## config.mk

```make
export PLATFORM = sky130hd
export DESIGN_NAME = mss_monitor_status_readout_regs
export DESIGN_NICKNAME = d
export VERILOG_FILES = /design/src/hdl/mss_link_rx.v /design/src/hdl/mss_monitor_status_readout_regs.v
export VERILOG_INCLUDE_DIRS = /design/src /design/src/hdl
export SDC_FILE = /design/constraint.sdc
export NUM_CORES = 1
export LEC_CHECK = 0
export ABC_AREA = 0
export BUFFER_PORTS_ARGS = -buffer_cell sky130_fd_sc_hd__buf_2
export CORE_ASPECT_RATIO = 0.6
export CORE_MARGIN = 2
export CORE_UTILIZATION = 55
export CTS_BUF_LIST = sky130_fd_sc_hd__clkbuf_4
export DETAILED_ROUTE_END_ITERATION = 8
export HOLD_SLACK_MARGIN = 0.08
export PLACE_DENSITY_LB_ADDON = 0.12
export RECOVER_POWER = 100
export SLEW_MARGIN = 20
export SYNTH_ARGS = -nofsm -noshare
export SYNTH_HDL_FRONTEND = slang
export SYNTH_SLANG_ARGS = --single-unit
```

## constraint.sdc

```tcl
create_clock -name i_sys_clk -period 5.9 [get_ports i_sys_clk]
set_clock_uncertainty 0.15 [all_clocks]
set_input_delay 0.59 -clock i_sys_clk [delete_from_list [all_inputs] [get_ports i_sys_clk]]
set_output_delay 0.59 -clock i_sys_clk [all_outputs]
set_load 0.1 [all_outputs]
```

## src/hdl/mss_defs.vh

```
`ifndef MSS_DEFS_VH
`define MSS_DEFS_VH

// ==================================================================
// Access command codes
`define MSS_CMD_MEAS_WRITE      8'h51
`define MSS_CMD_MEAS_READ       8'h52

// ==================================================================
// Register addresses
`define MSS_ADDR_SELECTOR       8'h07
`define MSS_ADDR_SNAPSHOT       8'h08
`define MSS_ADDR_OVERRIDE       8'h70
`define MSS_ADDR_EXT1_UPPER     8'h80
`define MSS_ADDR_EXT1_LOWER     8'h81
`define MSS_ADDR_EXT2_UPPER     8'h82
`define MSS_ADDR_EXT2_LOWER     8'h83
`define MSS_ADDR_DIE_UPPER      8'h84
`define MSS_ADDR_DIE_LOWER      8'h85
`define MSS_ADDR_ALARM_FIRST    8'h86
`define MSS_ADDR_ALARM_SECOND   8'h87

// ==================================================================
// Selector codes and fields
`define MSS_SEL_W               4
`define MSS_SEL_LOG             4'h0
`define MSS_SEL_ROW1            4'h1
`define MSS_SEL_ROW2            4'h2
`define MSS_SEL_ROW3            4'h3
`define MSS_SEL_ROW4            4'h4
`define MSS_SEL_ROW5            4'h5
`define MSS_SEL_ROW6            4'h6
`define MSS_SEL_RESET           4'h0
`define MSS_SEL_VALID_BIT       7
`define MSS_ROW6_TAIL           3'h5

// ==================================================================
// Override register
`define MSS_OVR_W               6
`define MSS_OVR_RESET           6'h00

// ==================================================================
// Monitor vector carried on the sense link, MSB first
`define MSS_MON_BITS            45
`define MSS_LINK_CNT_W          6

// ==================================================================
// Temperature format
`define MSS_TEMP_W              11
`define MSS_TEMP_RAW_W          12
`define MSS_TEMP_MAX            11'h3ff
`define MSS_TEMP_MAX_RAW        12'h3ff
`define MSS_TEMP_OFF            11'h700
`define MSS_TEMP_CH             3

// ==================================================================
// Timing
`define MSS_CLK_MHZ             200
`define MSS_TEMP_SLOT_NS        100000
`define MSS_TEMP_SLOT_CYC       (`MSS_TEMP_SLOT_NS * `MSS_CLK_MHZ / 1000)

`endif

```

## src/hdl/mss_link_rx.v

```verilog
`timescale 1ns/10ps
`include "mss_defs.vh"

module mss_link_rx #(
	parameter BITS = `MSS_MON_BITS
) (
	// Clock and reset
	input  wire            i_sys_clk,
	input  wire            i_rst_b,
	// Sense link pins
	input  wire            i_link_clk,
	input  wire            i_link_data,
	input  wire            i_link_frame,
	// Decoded frame
	output reg  [BITS-1:0] o_vec,
	output reg             o_done
);

	// ==================================================================
	// Two-stage synchronisers
	reg  [1:0]                 clk_s_r;
	reg  [1:0]                 dat_s_r;
	reg  [1:0]                 frm_s_r;
	reg                        clk_d_r;
	reg                        frm_d_r;
	reg  [BITS-1:0]            shf_r;
	reg  [`MSS_LINK_CNT_W-1:0] cnt_r;

	wire clk_rise = clk_s_r[1] & ~clk_d_r;
	wire frm_fall = ~frm_s_r[1] & frm_d_r;

	always @(posedge i_sys_clk) begin
		if (!i_rst_b) begin
			clk_s_r <= 2'h0;
			dat_s_r <= 2'h0;
			frm_s_r <= 2'h0;
			clk_d_r <= 1'b0;
			frm_d_r <= 1'b0;
		end else begin
			clk_s_r <= {clk_s_r[0], i_link_clk};
			dat_s_r <= {dat_s_r[0], i_link_data};
			frm_s_r <= {frm_s_r[0], i_link_frame};
			clk_d_r <= clk_s_r[1];
			frm_d_r <= frm_s_r[1];
		end
	end

	// ==================================================================
	// Shifter; a short or long frame is dropped so a glitch never
	// lands in the snapshot
	always @(posedge i_sys_clk) begin
		if (!i_rst_b) begin
			shf_r  <= {BITS{1'b0}};
			cnt_r  <= {`MSS_LINK_CNT_W{1'b0}};
			o_vec  <= {BITS{1'b0}};
			o_done <= 1'b0;
		end else begin
			o_done <= 1'b0;
			if (frm_fall) begin
				cnt_r <= {`MSS_LINK_CNT_W{1'b0}};
				if (cnt_r == BITS[`MSS_LINK_CNT_W-1:0]) begin
					o_vec  <= shf_r;
					o_done <= 1'b1;
				end
			end else if (frm_s_r[1] && clk_rise) begin
				shf_r <= {shf_r[BITS-2:0], dat_s_r[1]};
				if (cnt_r != {`MSS_LINK_CNT_W{1'b1}})
					cnt_r <= cnt_r + 1'b1;
			end
		end
	end

endmodule

```

## src/hdl/mss_monitor_status_readout_regs.v

```verilog
`timescale 1ns/10ps
`include "mss_defs.vh"

// How it works
// - Snapshot tracks selected monitor bits continuously
// - Read command 0x52 at 0x08 returns snapshot
// - Selector rows map monitor bits, MSB first
// - Override drives only outputs set for I2C
// - Override at 0x70: gates 5..2, pins 1..0
// - Unselected outputs ignore their override bit
// - Three channels, upper/lower byte pairs 0x80-0x85
// - Upper holds bits 10..3, lower 2..0 high
// - Enabled channels update readings automatically
// - Update interval grows with enabled channel count
// - Upper byte read latches reading for lower
// - Readings are eleven-bit two's complement
// - One step is a quarter degree
// - Disabled or reset channel reads minus 64
// - Hot readings saturate at 0x3ff
// - No lower clamp on negative readings
// - 0x86 shows first comparator alarms
// - 0x87 shows second comparator alarms
// - Selector bit 7 is snapshot valid flag
module mss_monitor_status_readout_regs #(
	parameter TEMP_SLOT_CYC = `MSS_TEMP_SLOT_CYC,
	parameter SLOT_CNT_W    = 16
) (
	// Clock and reset
	input  wire                       i_sys_clk,
	input  wire                       i_rst_b,
	// Register access from the serial slave engine
	input  wire                       i_acc_stb,
	input  wire [7:0]                 i_acc_cmd,
	input  wire [7:0]                 i_acc_addr,
	input  wire [7:0]                 i_acc_wdata,
	output reg  [7:0]                 o_acc_rdata,
	output reg                        o_acc_ack,
	// Sense link pins
	input  wire                       i_link_clk,
	input  wire                       i_link_data,
	input  wire                       i_link_frame,
	// Device state
	input  wire                       i_safe_state,
	input  wire                       i_log_full,
	input  wire                       i_log_busy,
	// Temperature measurement
	input  wire [`MSS_TEMP_CH-1:0]    i_temp_enable,
	input  wire [`MSS_TEMP_RAW_W-1:0] i_temp_raw_ext1,
	input  wire [`MSS_TEMP_RAW_W-1:0] i_temp_raw_ext2,
	input  wire [`MSS_TEMP_RAW_W-1:0] i_temp_raw_die,
	// Output control
	input  wire [`MSS_OVR_W-1:0]      i_out_i2c_sel,
	input  wire [`MSS_OVR_W-1:0]      i_out_logic,
	output reg  [3:0]                 o_high_voltage_gate_outputs,
	output reg  [1:0]                 o_io_pins
);

	// ==================================================================
	// Channel slots in the reading arrays
	localparam [1:0] CH_EXT1 = 2'h0;
	localparam [1:0] CH_EXT2 = 2'h1;
	localparam [1:0] CH_DIE  = 2'h2;

	// ==================================================================
	// Functions
	function [`MSS_TEMP_W-1:0] temp_code;
		input [`MSS_TEMP_RAW_W-1:0] raw;
		begin
			if (!raw[`MSS_TEMP_RAW_W-1] && raw > `MSS_TEMP_MAX_RAW)
				temp_code = `MSS_TEMP_MAX;
			else
				temp_code = raw[`MSS_TEMP_W-1:0];
		end
	endfunction

	function [1:0] next_ch;
		input [1:0]              cur;
		input [`MSS_TEMP_CH-1:0] en;
		reg   [1:0]              a;
		reg   [1:0]              b;
		begin
			a = (cur == 2'h2) ? 2'h0 : cur + 2'h1;
			b = (a == 2'h2) ? 2'h0 : a + 2'h1;
			if (en[a])
				next_ch = a;
			else if (en[b])
				next_ch = b;
			else
				next_ch = cur;
		end
	endfunction

	function [7:0] record_of;
		input [`MSS_SEL_W-1:0]    sel;
		input [`MSS_MON_BITS-1:0] mon;
		input                     full;
		input                     busy;
		begin
			case (sel)
				`MSS_SEL_LOG:  record_of = {1'b0, full, busy, 5'h05};
				`MSS_SEL_ROW1: record_of = mon[44:37];
				`MSS_SEL_ROW2: record_of = mon[36:29];
				`MSS_SEL_ROW3: record_of = mon[28:21];
				`MSS_SEL_ROW4: record_of = mon[20:13];
				`MSS_SEL_ROW5: record_of = mon[12:5];
				`MSS_SEL_ROW6: record_of = {mon[4:0], `MSS_ROW6_TAIL};
				default:       record_of = 8'h00;
			endcase
		end
	endfunction

	// Upper byte is taken from the live word
	function [7:0] upper_byte;
		input [`MSS_TEMP_W-1:0] v;
		begin
			upper_byte = v[10:3];
		end
	endfunction

	// Lower byte comes from the copy taken at the upper read
	function [7:0] lower_byte;
		input [`MSS_TEMP_W-1:0] v;
		begin
			lower_byte = {v[2:0], 5'h00};
		end
	endfunction

	// Alarm flags sit in the low three bits, the rest read zero
	function [7:0] alarm_byte;
		input [2:0] a;
		begin
			alarm_byte = {5'h00, a};
		end
	endfunction

	// ==================================================================
	// Sense link receiver
	wire [`MSS_MON_BITS-1:0] mon;
	wire                     link_done;

	mss_link_rx #(
		.BITS         (`MSS_MON_BITS)
	) u_link_rx (
		.i_sys_clk    (i_sys_clk),
		.i_rst_b      (i_rst_b),
		.i_link_clk   (i_link_clk),
		.i_link_data  (i_link_data),
		.i_link_frame (i_link_frame),
		.o_vec        (mon),
		.o_done       (link_done)
	);

	// Alarm pairs from row 5 and 6 of the monitor vector
	wire [2:0] alarm_first  = {mon[0], mon[4], mon[2]};
	wire [2:0] alarm_second = {mon[1], mon[5], mon[3]};

	// ==================================================================
	// Access decode
	wire acc_wr = i_acc_stb && (i_acc_cmd == `MSS_CMD_MEAS_WRITE);
	wire acc_rd = i_acc_stb && (i_acc_cmd == `MSS_CMD_MEAS_READ);

	// ==================================================================
	// Snapshot
	reg  [`MSS_SEL_W-1:0] sel_r;
	reg                   pend_r;
	reg                   loaded_r;
	reg                   link_up_r;
	reg  [7:0]            rec_r;
	wire                  snap_valid = loaded_r && !(i_safe_state && !link_up_r);

	always @(posedge i_sys_clk) begin
		if (!i_rst_b) begin
			sel_r     <= `MSS_SEL_RESET;
			pend_r    <= 1'b0;
			loaded_r  <= 1'b0;
			link_up_r <= 1'b0;
			rec_r     <= 8'h00;
		end else begin
			// Refreshed every cycle, far faster than any bus access
			rec_r <= record_of(sel_r, mon, i_log_full, i_log_busy);
			if (link_done)
				link_up_r <= 1'b1;
			if (acc_wr && i_acc_addr == `MSS_ADDR_SELECTOR) begin
				// Only the selector field is stored; bit 7 is status
				sel_r    <= i_acc_wdata[`MSS_SEL_W-1:0];
				pend_r   <= 1'b1;
				loaded_r <= 1'b0;
			end else begin
				pend_r <= 1'b0;
				if (pend_r)
					loaded_r <= 1'b1;
			end
		end
	end

	// ==================================================================
	// Output override
	reg [`MSS_OVR_W-1:0] ovr_r;
	wire [`MSS_OVR_W-1:0] out_mux = (i_out_i2c_sel & ovr_r) |
	                                (~i_out_i2c_sel & i_out_logic);

	always @(posedge i_sys_clk) begin
		if (!i_rst_b) begin
			ovr_r                       <= `MSS_OVR_RESET;
			o_high_voltage_gate_outputs <= 4'h0;
			o_io_pins                   <= 2'h0;
		end else begin
			if (acc_wr && i_acc_addr == `MSS_ADDR_OVERRIDE)
				ovr_r <= i_acc_wdata[`MSS_OVR_W-1:0];
			o_high_voltage_gate_outputs <= out_mux[5:2];
			o_io_pins                   <= out_mux[1:0];
		end
	end

	// ==================================================================
	// Temperature scheduler: one enabled channel per slot, so each enabled
	// channel refreshes every (enabled count) slots
	reg  [SLOT_CNT_W-1:0]  slot_r;
	reg  [1:0]             ch_r;
	reg  [`MSS_TEMP_W-1:0] live_r [0:`MSS_TEMP_CH-1];
	reg  [`MSS_TEMP_W-1:0] hold_r [0:`MSS_TEMP_CH-1];
	wire [1:0]             ch_nxt = next_ch(ch_r, i_temp_enable);
	reg  [`MSS_TEMP_W-1:0] meas;
	integer                k;
	integer                j;

	always @* begin
		case (ch_nxt)
			CH_EXT1: meas = temp_code(i_temp_raw_ext1);
			CH_EXT2: meas = temp_code(i_temp_raw_ext2);
			default: meas = temp_code(i_temp_raw_die);
		endcase
	end

	always @(posedge i_sys_clk) begin
		if (!i_rst_b) begin
			slot_r <= {SLOT_CNT_W{1'b0}};
			ch_r   <= CH_DIE;
			for (k = 0; k < `MSS_TEMP_CH; k = k + 1)
				live_r[k] <= `MSS_TEMP_OFF;
		end else begin
			if (slot_r == TEMP_SLOT_CYC[SLOT_CNT_W-1:0] - 1'b1) begin
				slot_r <= {SLOT_CNT_W{1'b0}};
				ch_r   <= ch_nxt;
				if (i_temp_enable[ch_nxt])
					live_r[ch_nxt] <= meas;
			end else begin
				slot_r <= slot_r + 1'b1;
			end
			// A disabled channel is forced every cycle, winning over a load
			for (k = 0; k < `MSS_TEMP_CH; k = k + 1)
				if (!i_temp_enable[k])
					live_r[k] <= `MSS_TEMP_OFF;
		end
	end

	// ==================================================================
	// Read path and upper-byte latch
	reg [7:0] rd_mux;

	always @* begin
		case (i_acc_addr)
			`MSS_ADDR_SELECTOR:     rd_mux = {snap_valid, 3'h0, sel_r};
			`MSS_ADDR_SNAPSHOT:     rd_mux = rec_r;
			`MSS_ADDR_OVERRIDE:     rd_mux = {2'h0, ovr_r};
			`MSS_ADDR_EXT1_UPPER:   rd_mux = upper_byte(live_r[CH_EXT1]);
			`MSS_ADDR_EXT1_LOWER:   rd_mux = lower_byte(hold_r[CH_EXT1]);
			`MSS_ADDR_EXT2_UPPER:   rd_mux = upper_byte(live_r[CH_EXT2]);
			`MSS_ADDR_EXT2_LOWER:   rd_mux = lower_byte(hold_r[CH_EXT2]);
			`MSS_ADDR_DIE_UPPER:    rd_mux = upper_byte(live_r[CH_DIE]);
			`MSS_ADDR_DIE_LOWER:    rd_mux = lower_byte(hold_r[CH_DIE]);
			`MSS_ADDR_ALARM_FIRST:  rd_mux = alarm_byte(alarm_first);
			`MSS_ADDR_ALARM_SECOND: rd_mux = alarm_byte(alarm_second);
			default:                rd_mux = 8'h00;
		endcase
	end

	always @(posedge i_sys_clk) begin
		if (!i_rst_b) begin
			o_acc_rdata <= 8'h00;
			o_acc_ack   <= 1'b0;
			for (j = 0; j < `MSS_TEMP_CH; j = j + 1)
				hold_r[j] <= `MSS_TEMP_OFF;
		end else begin
			// Writes to read-only addresses are acked and dropped
			o_acc_ack <= acc_wr || acc_rd;
			if (acc_rd) begin
				o_acc_rdata <= rd_mux;
				case (i_acc_addr)
					`MSS_ADDR_EXT1_UPPER: hold_r[CH_EXT1] <= live_r[CH_EXT1];
					`MSS_ADDR_EXT2_UPPER: hold_r[CH_EXT2] <= live_r[CH_EXT2];
					`MSS_ADDR_DIE_UPPER:  hold_r[CH_DIE]  <= live_r[CH_DIE];
					default:              hold_r[CH_EXT1] <= hold_r[CH_EXT1];
				endcase
			end
		end
	end

endmodule

```

==> metrics.log, run 1 <==
INFO  metric gr-total-overflow = 0
INFO  metric avgRoutedWirePerCell = 16.0 um
INFO  metric layout-area-overhead-vs-synth = 15.5%
INFO  metric power.clock.fraction = 42.6%
INFO  metric critical_path_arrival = approximately 4300 ps
INFO  metric r2r_slack = 2690 ps
INFO  metric route.layer.met1.wl = 10,700 um
INFO  metric timing.fmax = between 0.2 and 0.25 GHz
INFO  metric synth-seq-cells = 201
INFO  metric syn_inst = 960
INFO  metric crit_path_max_fanout = 30
INFO  metric grt_first_pass_wirelength = 33,100 um
INFO  metric min_path_cells = 3
INFO  metric power.leakage = 3.55 nW
INFO  metric finalWeightedCongestion = between 0.8 and 0.9
INFO  metric post_route_drc = 0
INFO  metric post_synth_num_cell_types = 63
INFO  metric layout.nets = 1,153
INFO  metric switchingPower = between 0.0006 and 0.0007 W
INFO  metric rr_endpoint = u_link_rx.cnt_r[5]
INFO  metric vdd_drop_max = 0.151 mV
INFO  metric tightest_slew = 2180 ps
INFO  metric post-synth-top-area-fraction = 37.5%
INFO  metric placementRows = 35
INFO  metric status = finished, violations left
INFO  metric root_buffer = sky130_fd_sc_hd__clkbuf_4
INFO  metric crit_path_start_kind = input pin
INFO  metric cellInternalPower = 0.00211 W
INFO  metric met2WireLength = 8220 um
INFO  metric post-dp-hpwl = 13,800 um
INFO  metric place.port_buffers = 96
INFO  metric groute.usage.overall = between 20 and 30%
INFO  metric worst_r2r_path_depth = 6
INFO  metric grt_start_max_net_pins = 89
INFO  metric crit-reg2reg-launch = u_link_rx.clk_d_r
INFO  metric layout-drive-gt1-share = 17.6%
INFO  metric synthesis.yosys.warnings = 0
INFO  metric violations = max-capacitance violations, max-slew violations
INFO  metric die_x = 164 um
INFO  metric hold_path_class = input pin to flip-flop
INFO  metric h-tree-depth = 2
INFO  metric power-per-cell-area = 279 mW/mm^2
INFO  metric synth_top_cells_by_count = sky130_fd_sc_hd__nand2_1, sky130_fd_sc_hd__dfxtp_1, sky130_fd_sc_hd__a21oi_1, sky130_fd_sc_hd__nor2_1, sky130_fd_sc_hd__clkbuf_1
INFO  metric cp.required = 5970 ps
INFO  metric viasPerCell = between 5 and 6
INFO  metric finalCriticalPeriod = 4200 ps
INFO  metric insertion_delay = 620 ps
INFO  metric min_delay_worst_endpoint = o_io_pins[1]
INFO  metric slew-limit-headroom = -45.3%
INFO  metric floorplan.initialDensity = 55.7%
INFO  metric numCtsBuffers = 46
INFO  metric wl_met3 = 1590 um
INFO  metric synth_edf_count = 42
INFO  metric fp.dieH = 100 um
INFO  metric drtPass1Iterations = 5
INFO  metric most_frequently_used_cell_type_in_the_post_synthesis_netlist = sky130_fd_sc_hd__nand2_1
INFO  metric clock_buffer_depth = 3
INFO  metric drv_slew = 66
INFO  metric final.period_utilization = 71.2%
INFO  metric post_synth_instance_area = 0.00849 sq mm
INFO  metric largest_area_contributor_in_the_synthesized_netlist = sky130_fd_sc_hd__dfxtp_1
INFO  metric synth_flop_cell = sky130_fd_sc_hd__dfxtp_1
INFO  metric core_area = 0.0152 sq mm
INFO  metric die-area = 0.0165 sq mm
INFO  metric synth-seq-area-share = 52.4%
INFO  metric timing.setup.tns = 0 ps
INFO  metric postLayoutCoreUtil = between 60% and 70%
INFO  metric number_of_global_route_vias_before_repair = 6,472
INFO  metric drv.max_cap_violation_count = 2
INFO  metric power.share.sequential = 52.0%
INFO  metric antenna_violating_nets_post_route = 0
INFO  metric post_cts_resize_count = 0
INFO  metric cts_num_sinks = 201
INFO  metric grt_antenna_before_repair = 0
INFO  metric post_synth_main_area_contributors = sky130_fd_sc_hd__dfxtp_1, sky130_fd_sc_hd__edfxtp_1, sky130_fd_sc_hd__nand2_1
INFO  metric top_signal_layer_used = met4
INFO  metric grt_setup_unrepaired = no
INFO  metric top_level_ports = 99
INFO  metric asyncSetResetFlopFracSynth = 0%
INFO  metric postSynthAreaPerCell = 8.84 sq um
INFO  metric synth.net_count = 1,047
INFO  metric routed_wl = 20,800 um
INFO  metric setup_violations = 0
INFO  metric swShare = between 20% and 30%
INFO  metric dr_total_vias = 7,180
INFO  metric critical_path_class = input pin to flip-flop
INFO  metric antenna_cells = 0
INFO  metric timing_hold_violations_final = 0
INFO  metric power_frac_comb = 5.4%
INFO  metric dr_iter_0_viols = 630
INFO  metric fillers = 1,349
INFO  metric clkSlewWorstSetupHoldPaths = 70 ps
INFO  metric hold_path.startpoint = i_out_logic[1]
INFO  metric tritoncts = built
INFO  metric worst_setup_path_end_kind = flip-flop
[worst max path at each step]
| stage | cells past startpoint | from | end |
|---|---|---|---|
| after detailed placement | 5 | i_rst_b | live_r[1][1] |
| after global routing | 5 | i_rst_b | live_r[0][8] |
| after global placement | 5 | i_rst_b | live_r[0][1] |
| after CTS | 5 | ch_r[0] | live_r[1][2] |
| final | 5 | i_rst_b | live_r[1][2] |
| after floorplan | 7 | i_temp_enable[1] | live_r[0][0] |
[metrics by stage]
| stage | instances | worst slack (ps) | hold slack, ps | area, sq um | power, W |
|---|---|---|---|---|---|
| floorplan | 960 | 3250 | 261 | 8490 | 0.00154 |
| global placement | 1205 | 2310 | 265 | 9040 | 0.00159 |
| detailed placement | 1205 | 2300 | 269 | 9040 | 0.00159 |
| CTS | 1302 | 2810 | 81.7 | 9830 | 0.00276 |
| global route | 1302 | 1340 | 105 | 9800 | 0.00285 |
| finish | 1302 | 1700 | 108 | 9800 | 0.00274 |
[power by group through the flow]
stage	Clock (W)	Sequential, W	Combinational, W
floorplan	0	0.00146	0.0000756
global placement	0	0.00145	0.000138
detailed placement	0	0.00145	0.000139
CTS	0.00119	0.00142	0.000148
global route	0.00127	0.00142	0.000162
finish	0.00117	0.00142	0.000149
[placed cells by master, fill, tap and decap left out, types with 5 or more instances in the layout]
cell type,netlist,routed
sky130_fd_sc_hd__a21oi_1,112,112
sky130_fd_sc_hd__a22o_1,7,7
sky130_fd_sc_hd__a32oi_1,6,6
sky130_fd_sc_hd__and2_0,0,11
sky130_fd_sc_hd__and2_1,22,11
sky130_fd_sc_hd__and3_1,9,9
sky130_fd_sc_hd__buf_2,4,79
sky130_fd_sc_hd__clkbuf_1,50,18
sky130_fd_sc_hd__clkbuf_4,0,72
sky130_fd_sc_hd__clkinv_1,0,7
sky130_fd_sc_hd__dfxtp_1,159,159
sky130_fd_sc_hd__dlygate4sd3_1,0,16
sky130_fd_sc_hd__edfxtp_1,42,42
sky130_fd_sc_hd__inv_1,6,6
sky130_fd_sc_hd__mux2_2,14,14
sky130_fd_sc_hd__mux2i_1,19,19
sky130_fd_sc_hd__nand2_1,218,218
sky130_fd_sc_hd__nand2b_1,11,11
sky130_fd_sc_hd__nand3_1,12,12
sky130_fd_sc_hd__nand4_1,8,8
sky130_fd_sc_hd__nor2_1,103,102
sky130_fd_sc_hd__nor2b_1,9,9
sky130_fd_sc_hd__nor3_1,7,8
sky130_fd_sc_hd__nor3b_1,5,5
sky130_fd_sc_hd__nor4_1,5,5
sky130_fd_sc_hd__o21ai_0,25,26
sky130_fd_sc_hd__o221a_2,10,10
sky130_fd_sc_hd__xnor2_1,7,7
sky130_fd_sc_hd__xor2_1,12,12
[metal layers]
| metal | GRT usage (%) | vias to the layer above |
|---|---|---|
| li1 | - | 3564 |
| met1 | 40.0 | 3365 |
| met2 | 33.8 | 230 |
| met3 | 6.24 | 21 |
| met4 | 6.49 | 0 |
| met5 | 0 | - |
[cell type report]
type	instances	area, sq um	area share [%]
multi-input cells	693	3800	38.7
flip-flops and latches	201	4440	45.3
clock buffers	72	541	5.51
well taps	203	254	2.59
clock inverters	9	86.3	0.881
repair buffers	117	653	6.66
inverters	7	27.5	0.281
[critical path, stage by stage]
cell and delay (ps):
sky130_fd_sc_hd__clkbuf_1 670, sky130_fd_sc_hd__clkinvlp_2 1100, sky130_fd_sc_hd__nor4_1 720, sky130_fd_sc_hd__nand3_1 510
sky130_fd_sc_hd__nand3_1 660
[cells by family (layout without fill, tap and decap cells)]
kind of cell | after synthesis | in the layout | share of synthesized area (%)
and+or+nand+nor | 437 | 437 | 23.4
DFF | 201 | 201 | 52.4
AOI/OAI and AO/OA | 200 | 200 | 14.5
buffers and inverters | 66 | 205 | 2.98
muxes | 34 | 34 | 4.36
xor gates and xnor gates | 19 | 19 | 1.96
adders and majority gates | 3 | 3 | 0.442
[registers in the layout (all words and copies together), names as in the netlist, 4 cells and up]
name and flops:
u_link_rx.o_vec 45, u_link_rx.shf_r 45, live_r 33, slot_r 16, hold_r 9, o_acc_rdata 8
rec_r 8, ovr_r 6, u_link_rx.cnt_r 6, o_high_voltage_gate_outputs 4, sel_r 4
[repair_timing]
item / in CTS / in global routing
setup buffers: 0 / 0
hold buffers: 16 / 0
endpoints found under the hold margin: 16 / 0
Note: power is estimated with default switching activity, not from simulation.
==> inputs of run 2 (changes only) <==
Settings changed: ABC_AREA 0 to 1.
Clock period 5.9 ns to 3.8 ns, I/O delays scaled along.
==> run 2 against run 1 <==
The flow finishes with violations (design-rule violations, max-capacitance violations, max-slew violations). Non-clock buffer count is 30 higher. Synthesized cell count is 22% higher. Total power is 49% higher. Setup slack worse by 1200 ps. Register-to-register slack worse by 1900 ps. Critical path depth is 2 higher. First-iteration DRC count is 34% higher. Count of clock-buffer cells in the layout is 13 lower. Via count is 14% higher. Sequential cell count stayed put.
==> metrics.log, run 2 <==
INFO  metric layout-area-overhead-vs-synth = 16.6% (was 15.5%)
INFO  metric grt_start_max_net_pins = 113 (was 89)
INFO  metric drtPass1Iterations = 7 (was 5)
INFO  metric finalCriticalPeriod = ~3300 ps
INFO  metric syn_inst = 1,170 (was 960)
INFO  metric place.port_buffers = 96 (unchanged)
INFO  metric tightest_slew = 1800 ps (was 2180 ps)
INFO  metric dr_total_vias = 8,181 (was 7,180)
INFO  metric floorplan.initialDensity = 56.9% (was 55.7%)
INFO  metric post_route_drc = 8 (was 0)
INFO  metric r2r_slack = 770 ps (was 2690 ps)
INFO  metric synth-seq-area-share = 50.4% (was 52.4%)
INFO  metric drv.max_cap_violation_count = 1 (was 2)
INFO  metric post-dp-hpwl = 15,700 um (was 13,800 um)
INFO  metric setup_violations = 0 (unchanged)
INFO  metric root_buffer = sky130_fd_sc_hd__clkbuf_4 (unchanged)
INFO  metric h-tree-depth = 2 (unchanged)
INFO  metric preCtsSetupSlack = 1170 ps (was 2300 ps)
INFO  metric avgRoutedWirePerCell = 14.7 um (was 16.0 um)
INFO  metric synthesis.yosys.warnings = 0 (unchanged)
INFO  metric cp.required = 3820 ps (was 5970 ps)
INFO  metric timing_hold_violations_final = 0 (unchanged)
INFO  metric synth_top_cells_by_count = sky130_fd_sc_hd__nor2_1, sky130_fd_sc_hd__nand2_1, sky130_fd_sc_hd__dfxtp_1, sky130_fd_sc_hd__inv_1, sky130_fd_sc_hd__o21ai_0 (was sky130_fd_sc_hd__nand2_1, sky130_fd_sc_hd__dfxtp_1, sky130_fd_sc_hd__a21oi_1, sky130_fd_sc_hd__nor2_1, sky130_fd_sc_hd__clkbuf_1)
INFO  metric antenna_violating_nets_post_route = 0 (unchanged)
INFO  metric drv_slew = 10 (was 66)
INFO  metric fp.dieH = 102 um (was 100 um)
INFO  metric placementRows = 35 (unchanged)
INFO  metric layout-drive-gt1-share = 13.1% (was 17.6%)
INFO  metric tritoncts = built (unchanged)
INFO  metric largest_area_contributor_in_the_synthesized_netlist = sky130_fd_sc_hd__dfxtp_1 (unchanged)
INFO  metric power-per-cell-area = 398 mW/mm^2 (was 279 mW/mm^2)
INFO  metric layout_top_registers = u_link_rx.o_vec x45, u_link_rx.shf_r x45, live_r x33 (unchanged)
INFO  metric die-area = 0.0171 sq mm (was 0.0165 sq mm)
INFO  metric violations = design-rule violations, max-capacitance violations, max-slew violations (was max-capacitance violations, max-slew violations)
INFO  metric layout.cells.most_common_list = sky130_fd_sc_hd__nor2_1, sky130_fd_sc_hd__nand2_1, sky130_fd_sc_hd__dfxtp_1 (was sky130_fd_sc_hd__nand2_1, sky130_fd_sc_hd__dfxtp_1, sky130_fd_sc_hd__a21oi_1)
INFO  metric post_cts_setup_bufs = 0 (unchanged)
INFO  metric top_level_ports = 99 (unchanged)
INFO  metric asyncSetResetFlopFracSynth = 0% (unchanged)
INFO  metric cts_num_sinks = 201 (unchanged)
INFO  metric grt_setup_unrepaired = no (unchanged)
INFO  metric post-synth-top-area-fraction = 36.1% (was 37.5%)
INFO  metric power.leakage = 4.57 nW (was 3.55 nW)
INFO  metric final.period_utilization = 85.9%
INFO  metric critical_path_class = input pin to flip-flop (unchanged)
INFO  metric finalWeightedCongestion = 0.906 (was 0.861)
INFO  metric clkSlewWorstSetupHoldPaths = 70 ps (about the same)
INFO  metric synth_edf_count = 42 (unchanged)
INFO  metric gr-total-overflow = 0 (unchanged)
INFO  metric crit_path_max_fanout = 21 (was 30)
INFO  metric mostFrequentLayoutCell = sky130_fd_sc_hd__nor2_1 (was sky130_fd_sc_hd__nand2_1)
INFO  metric critical_path_arrival = 3280 ps (was 4270 ps)
INFO  metric synth_flop_cell = sky130_fd_sc_hd__dfxtp_1 (unchanged)
INFO  metric vdd_drop_max = 0.232 mV (was 0.151 mV)
INFO  metric crit_path_start_kind = input pin (unchanged)
INFO  metric fillers = 1,420 (was 1,349)
INFO  metric post_synth_instance_area = 0.00882 sq mm (was 0.00849 sq mm)
INFO  metric antenna_cells = 0 (unchanged)
INFO  metric synth-seq-cells = 201 (unchanged)
INFO  metric grt_antenna_before_repair = 0 (unchanged)
INFO  metric number_of_global_route_vias_before_repair = 7,411 (was 6,472)
INFO  metric routed_wl = 22,600 um (was 20,800 um)
INFO  metric clock_buffer_depth = 3 (unchanged)
INFO  metric worst_setup_path_end_kind = flip-flop (unchanged)
INFO  metric status = finished, violations left (unchanged)
INFO  metric synth.net_count = 1,257 (was 1,047)
INFO  metric insertion_delay = 610 ps (was 620 ps)
INFO  metric worst_hold_slack = 114 ps (was 108 ps)
INFO  metric hold_path_class = input pin to flip-flop (unchanged)
INFO  metric postLayoutCoreUtil = 66.3% (was 64.3%)
INFO  metric core_area = 0.0155 sq mm (was 0.0152 sq mm)
INFO  metric die_x = 167 um (was 164 um)
INFO  metric grt_first_pass_wirelength = 37,200 um (was 33,100 um)
INFO  metric layout.nets = 1,410 (was 1,153)
INFO  metric slew-limit-headroom = -21.8% (was -45.3%)
INFO  metric timing.setup.tns = 0 ps (unchanged)
INFO  metric post_synth_num_cell_types = 41 (was 63)
INFO  metric numCtsBuffers = 47 (was 46)
INFO  metric postSynthAreaPerCell = 7.54 sq um (was 8.84 sq um)
INFO  metric dr_iter_0_viols = 847 (was 630)
INFO  metric post_synth_main_area_contributors = sky130_fd_sc_hd__dfxtp_1, sky130_fd_sc_hd__edfxtp_1, sky130_fd_sc_hd__nor2_1 (was sky130_fd_sc_hd__dfxtp_1, sky130_fd_sc_hd__edfxtp_1, sky130_fd_sc_hd__nand2_1)
INFO  metric viasPerCell = 5.31 (was 5.51)
INFO  metric finish.cell_count_without_fillers = 1,542 (was 1,302)
INFO  metric postLayoutSetupSlackWorst = 537 ps (was 1700 ps)
INFO  metric most_frequently_used_cell_type_in_the_post_synthesis_netlist = sky130_fd_sc_hd__nor2_1 (was sky130_fd_sc_hd__nand2_1)
INFO  metric placedCellCount = 1,432 (was 1,205)
INFO  metric groute.usage.overall = 27.3% (was 25.3%)
INFO  metric timing.fmax = 0.306 GHz
==> run 2: layout make-up <==
cell class | count | area, sq um | share of cell area (%)
Sequential cell | 201 | 4440 | 43.2
Multi-Input combinational cell | 781 | 3590 | 34.9
Timing Repair Buffer | 147 | 947 | 9.21
Inverter | 145 | 549 | 5.34
Clock buffer | 59 | 443 | 4.31
Tap cell | 203 | 254 | 2.47
Clock inverter | 6 | 48.8 | 0.475
==> run 2: timing repair <==
| action | 4_1_cts | 5_1_grt |
|---|---|---|
| resized for setup | 0 | 0 |
| setup endpoints to repair | 0 | 0 |
| hold buffers | 45 | 0 |
| endpoints found under the hold margin | 50 | 0 |
==> run 2: path summary, 6_finish.rpt <==
path | start | to | cells past startpoint
max | i_rst_b | live_r[0][5] | 7
max reg2reg | ch_r[1] | live_r[1][8] | 12
min reg2reg | u_link_rx.dat_s_r[0] | u_link_rx.dat_s_r[1] | 2
min | i_temp_raw_ext1[2] | live_r[0][2] | 5
==> run 2: worst max-delay path: stages <==
cell and delay [ps]:
sky130_fd_sc_hd__dlygate4sd3_1 550, sky130_fd_sc_hd__clkbuf_1 310, sky130_fd_sc_hd__inv_1 120, sky130_fd_sc_hd__clkbuf_1 790, sky130_fd_sc_hd__nor2_4 170, sky130_fd_sc_hd__nand3_1 400, sky130_fd_sc_hd__nand3_1 550
==> run 2: cell families (layout without fill, tap and decap cells) <==
kind of cell	count (synthesis)	after routing	synth area share, %
AO/OA/AOI/OAI	219	219	12.9
AND/OR/NAND/NOR	552	552	27.1
flip-flops	201	201	50.4
adder cells (fa/ha/maj)	3	3	0.426
XOR/XNOR	7	7	0.695
buffers and inverters	188	357	8.39
==> run 2: layer usage <==
metal | global-route usage [%] | share of wire [%]
met3 | 6.20 | 9.9
met1 | 42.9 | 50
met4 | 5.42 | 0.78
met5 | 0 | 0
met2 | 38.2 | 39
==> run 2: power by group <==
group / leakage (nW) / total, W / switching (W) / internal [W]
Sequential: 1.72 / 0.00222 / 0.0000141 / 0.00221
Combinational: 2.56 / 0.000290 / 0.000180 / 0.000110
Clock: 0.296 / 0.00158 / 0.000801 / 0.000775
==> run 2: through the flow <==
stage	cell area, sq um	power (W)
2_1_floorplan	8820	0.00243
4_1_cts	10400	0.00412
3_3_place_gp	9410	0.00252
6_report	10300	0.00409
3_5_place_dp	9410	0.00252
5_1_grt	10300	0.00427
==> inputs of run 3 (changes only) <==
Settings changed: CORE_UTILIZATION 55 to 53, CTS_BUF_LIST sky130_fd_sc_hd__clkbuf_4 to default.
==> run 3 against run 2 <==
Clock power up 25%. Via count down 4.8%. Critical path depth up 2. Register-to-register slack better by 160 ps. Total power up 9.4%. The run ends with max-capacitance violations, max-slew violations left. Sequential share of layout area up 0.17 points. Critical endpoint is now live_r[2][0]. Utilization down 3.3 points.
==> metrics.log, run 3 (same netlist as run 2, synthesis figures left out) <==
INFO  metric fp.dieH = 104 um (was 102 um)
INFO  metric worst_setup_path_end_kind = flip-flop (unchanged)
INFO  metric grt_start_max_net_pins = 77 (was 113)
INFO  metric root_buffer = sky130_fd_sc_hd__clkbuf_16 (was sky130_fd_sc_hd__clkbuf_4)
INFO  metric antenna_violating_nets_post_route = 0 (unchanged)
INFO  metric timing_hold_violations_final = 0 (unchanged)
INFO  metric core_area = 0.0163 sq mm (was 0.0155 sq mm)
INFO  metric critical_path_class = flip-flop to flip-flop (was input pin to flip-flop)
INFO  metric power_frac_comb = 5.9% (was 7.1%)
INFO  metric fillers = 1,505 (was 1,420)
INFO  metric number_of_global_route_vias_before_repair = 6,997 (was 7,411)
INFO  metric avgRoutedWirePerCell = 14.1 um (was 14.7 um)
INFO  metric insertion_delay = 490 ps (was 610 ps)
INFO  metric tritoncts = built (unchanged)
INFO  metric h-tree-depth = 1 (was 2)
INFO  metric crit_path_max_fanout = 11 (was 21)
INFO  metric dr_iter_0_viols = 731 (was 847)
INFO  metric dr_total_vias = 7,790 (was 8,181)
INFO  metric critical_path_arrival = 2840 ps (was 3280 ps)
INFO  metric routed_wl = 21,300 um (was 22,600 um)
INFO  metric place.port_buffers = 96 (unchanged)
INFO  metric mostFrequentLayoutCell = sky130_fd_sc_hd__nor2_1 (unchanged)
INFO  metric antenna_cells = 0 (unchanged)
INFO  metric status = finished, violations left (unchanged)
INFO  metric layout_top_registers = u_link_rx.o_vec x45, u_link_rx.shf_r x45, live_r x33 (unchanged)
INFO  metric slew-limit-headroom = -23.2% (was -21.8%)
INFO  metric grt_setup_unrepaired = no (unchanged)
INFO  metric power.clock.fraction = 44.4% (was 38.6%)
INFO  metric timing.fmax = 0.349 GHz (was 0.306 GHz)
INFO  metric power-per-cell-area = 437 mW/mm^2 (was 398 mW/mm^2)
INFO  metric clkSlewWorstSetupHoldPaths = 60 ps (was 70 ps)
INFO  metric power.share.sequential = 49.7% (was 54.3%)
INFO  metric top_level_ports = 99 (unchanged)
INFO  metric timing.setup.tns = 0 ps (unchanged)
INFO  metric grt_first_pass_wirelength = 34,800 um (was 37,200 um)
INFO  metric finalWeightedCongestion = 0.854 (was 0.906)
INFO  metric die-area = 0.0177 sq mm (was 0.0171 sq mm)
INFO  metric drv.max_cap_violation_count = 2 (was 1)
INFO  metric multiInputGateArea = 0.00357 sq mm (was 0.00359 sq mm)
INFO  metric drv_slew = 10 (unchanged)
INFO  metric grt_antenna_before_repair = 0 (unchanged)
INFO  metric cts_num_sinks = 201 (unchanged)
INFO  metric final.period_utilization = 75.5% (was 85.9%)
INFO  metric setup_violations = 0 (unchanged)
INFO  metric violations = max-capacitance violations, max-slew violations (was design-rule violations, max-capacitance violations, max-slew violations)
INFO  metric post-dp-hpwl = 14,900 um (was 15,700 um)
INFO  metric tightest_slew = 1820 ps (was 1800 ps)
INFO  metric drtPass1Iterations = 5 (was 7)
INFO  metric floorplan.initialDensity = 54.2% (was 56.9%)
INFO  metric power.leakage = 4.51 nW (was 4.57 nW)
INFO  metric gr-total-overflow = 0 (unchanged)
INFO  metric layout.cells.most_common_list = sky130_fd_sc_hd__nor2_1, sky130_fd_sc_hd__nand2_1, sky130_fd_sc_hd__dfxtp_1 (unchanged)
INFO  metric vdd_drop_max = 0.333 mV (was 0.232 mV)
INFO  metric switchingPower = 0.000990 W (was 0.000996 W)
INFO  metric placementRows = 36 (was 35)
INFO  metric numCtsBuffers = 20 (was 47)
INFO  metric viasPerCell = 5.15 (was 5.31)
INFO  metric cp.required = 3770 ps (was 3820 ps)
INFO  metric register_area = 0.00444 sq mm (unchanged)
INFO  metric cellInternalPower = 0.00348 W (was 0.00309 W)
INFO  metric finalCriticalPeriod = 2870 ps (was 3260 ps)
INFO  metric crit_path_start_kind = flip-flop (was input pin)
INFO  metric die_x = 171 um (was 167 um)
INFO  metric post_cts_resize_count = 0 (unchanged)
INFO  metric hold_path_class = input pin to flip-flop (unchanged)
INFO  metric layout-area-overhead-vs-synth = 16.1% (was 16.6%)
INFO  metric clock_buffer_depth = 3 (unchanged)
INFO  metric groute.usage.overall = 24.2% (was 27.3%)
INFO  metric layout.nets = 1,359 (was 1,410)
INFO  metric postLayoutCoreUtil = 63.0% (was 66.3%)
INFO  metric layout-drive-gt1-share = 11.0% (was 13.1%)
INFO  metric swShare = 22.1% (was 24.4%)
INFO  metric post_route_drc = 0 (was 8)
run 3: cell types whose count changed in the layout (fill, tap and decap cells not counted), sizes merged:
| cell | delta |
|---|---|
| inv | -1 |
| buf | -3 |
| clkbuf | -26 |
| dlygate4sd3 | -23 |
| clkinv | +1 |
| bufinv | -1 |
run 3: per-stage QoR:
step,total power (W),area [sq um],setup slack [ps],hold slack [ps],cells
after floorplan,0.00243,8820,1670,240,1170
after global placement,0.00252,9440,1180,243,1456
after detailed placement,0.00252,9440,1160,252,1456
after CTS,0.00452,10300,1280,96.4,1514
after global routing,0.00464,10200,622,134,1514
final,0.00447,10200,932,117,1514
run 3: cell type report:
cell class | instances | area share (%)
timing repair buffer | 123 | 6.93
inverter | 145 | 5.37
sequential | 201 | 43.4
clock inverter | 5 | 0.281
tap | 228 | 2.79
multi-input combinational | 781 | 34.8
clock buffer | 31 | 6.38
run 3: power groups by stage:
stage                     registers, W  logic (W)  clock network, W
after CTS                      0.00222   0.000268           0.00203
after global routing           0.00222   0.000297           0.00212
after global placement         0.00227   0.000247                 0
after detailed placement       0.00227   0.000250                 0
final                          0.00222   0.000264           0.00198
after floorplan                0.00229   0.000142                 0
run 3: per-layer routing:
layer / up-vias / track usage [%] / share of wire [%]
li1: 3986 / - / -
met4: 0 / 4.52 / 1.4
met1: 3535 / 40.0 / 53
met5: - / 0 / 0
met3: 21 / 4.07 / 7.1
met2: 248 / 32.6 / 39
run 3: critical path: stages, from the launching register on:
cell	delay (ps)
sky130_fd_sc_hd__dfxtp_1	350
sky130_fd_sc_hd__ha_1	170
sky130_fd_sc_hd__nand2_1	60
sky130_fd_sc_hd__nor2_1	130
sky130_fd_sc_hd__clkinv_1	120
sky130_fd_sc_hd__nor2_1	110
sky130_fd_sc_hd__nand3b_1	140
sky130_fd_sc_hd__nor2_4	180
sky130_fd_sc_hd__nand4_1	450
sky130_fd_sc_hd__nand3_1	630
run 3: path summary, 6_finish.rpt:
check	end	cells after the start	slack, ps	from
setup reg to reg	live_r[2][0]	9	930	slot_r[0]
setup / recovery	live_r[2][0]	9	930	slot_r[0]
hold reg to reg	u_link_rx.dat_s_r[1]	2	260	u_link_rx.dat_s_r[0]
hold / removal	o_acc_ack	4	120	i_acc_cmd[5]
run 3: timing repair:
action | in CTS | in global routing
buffers inserted | 0 | 0
hold endpoints to repair | 20 | 0
hold buffers | 22 | 0
endpoints found under the setup margin | 0 | 0
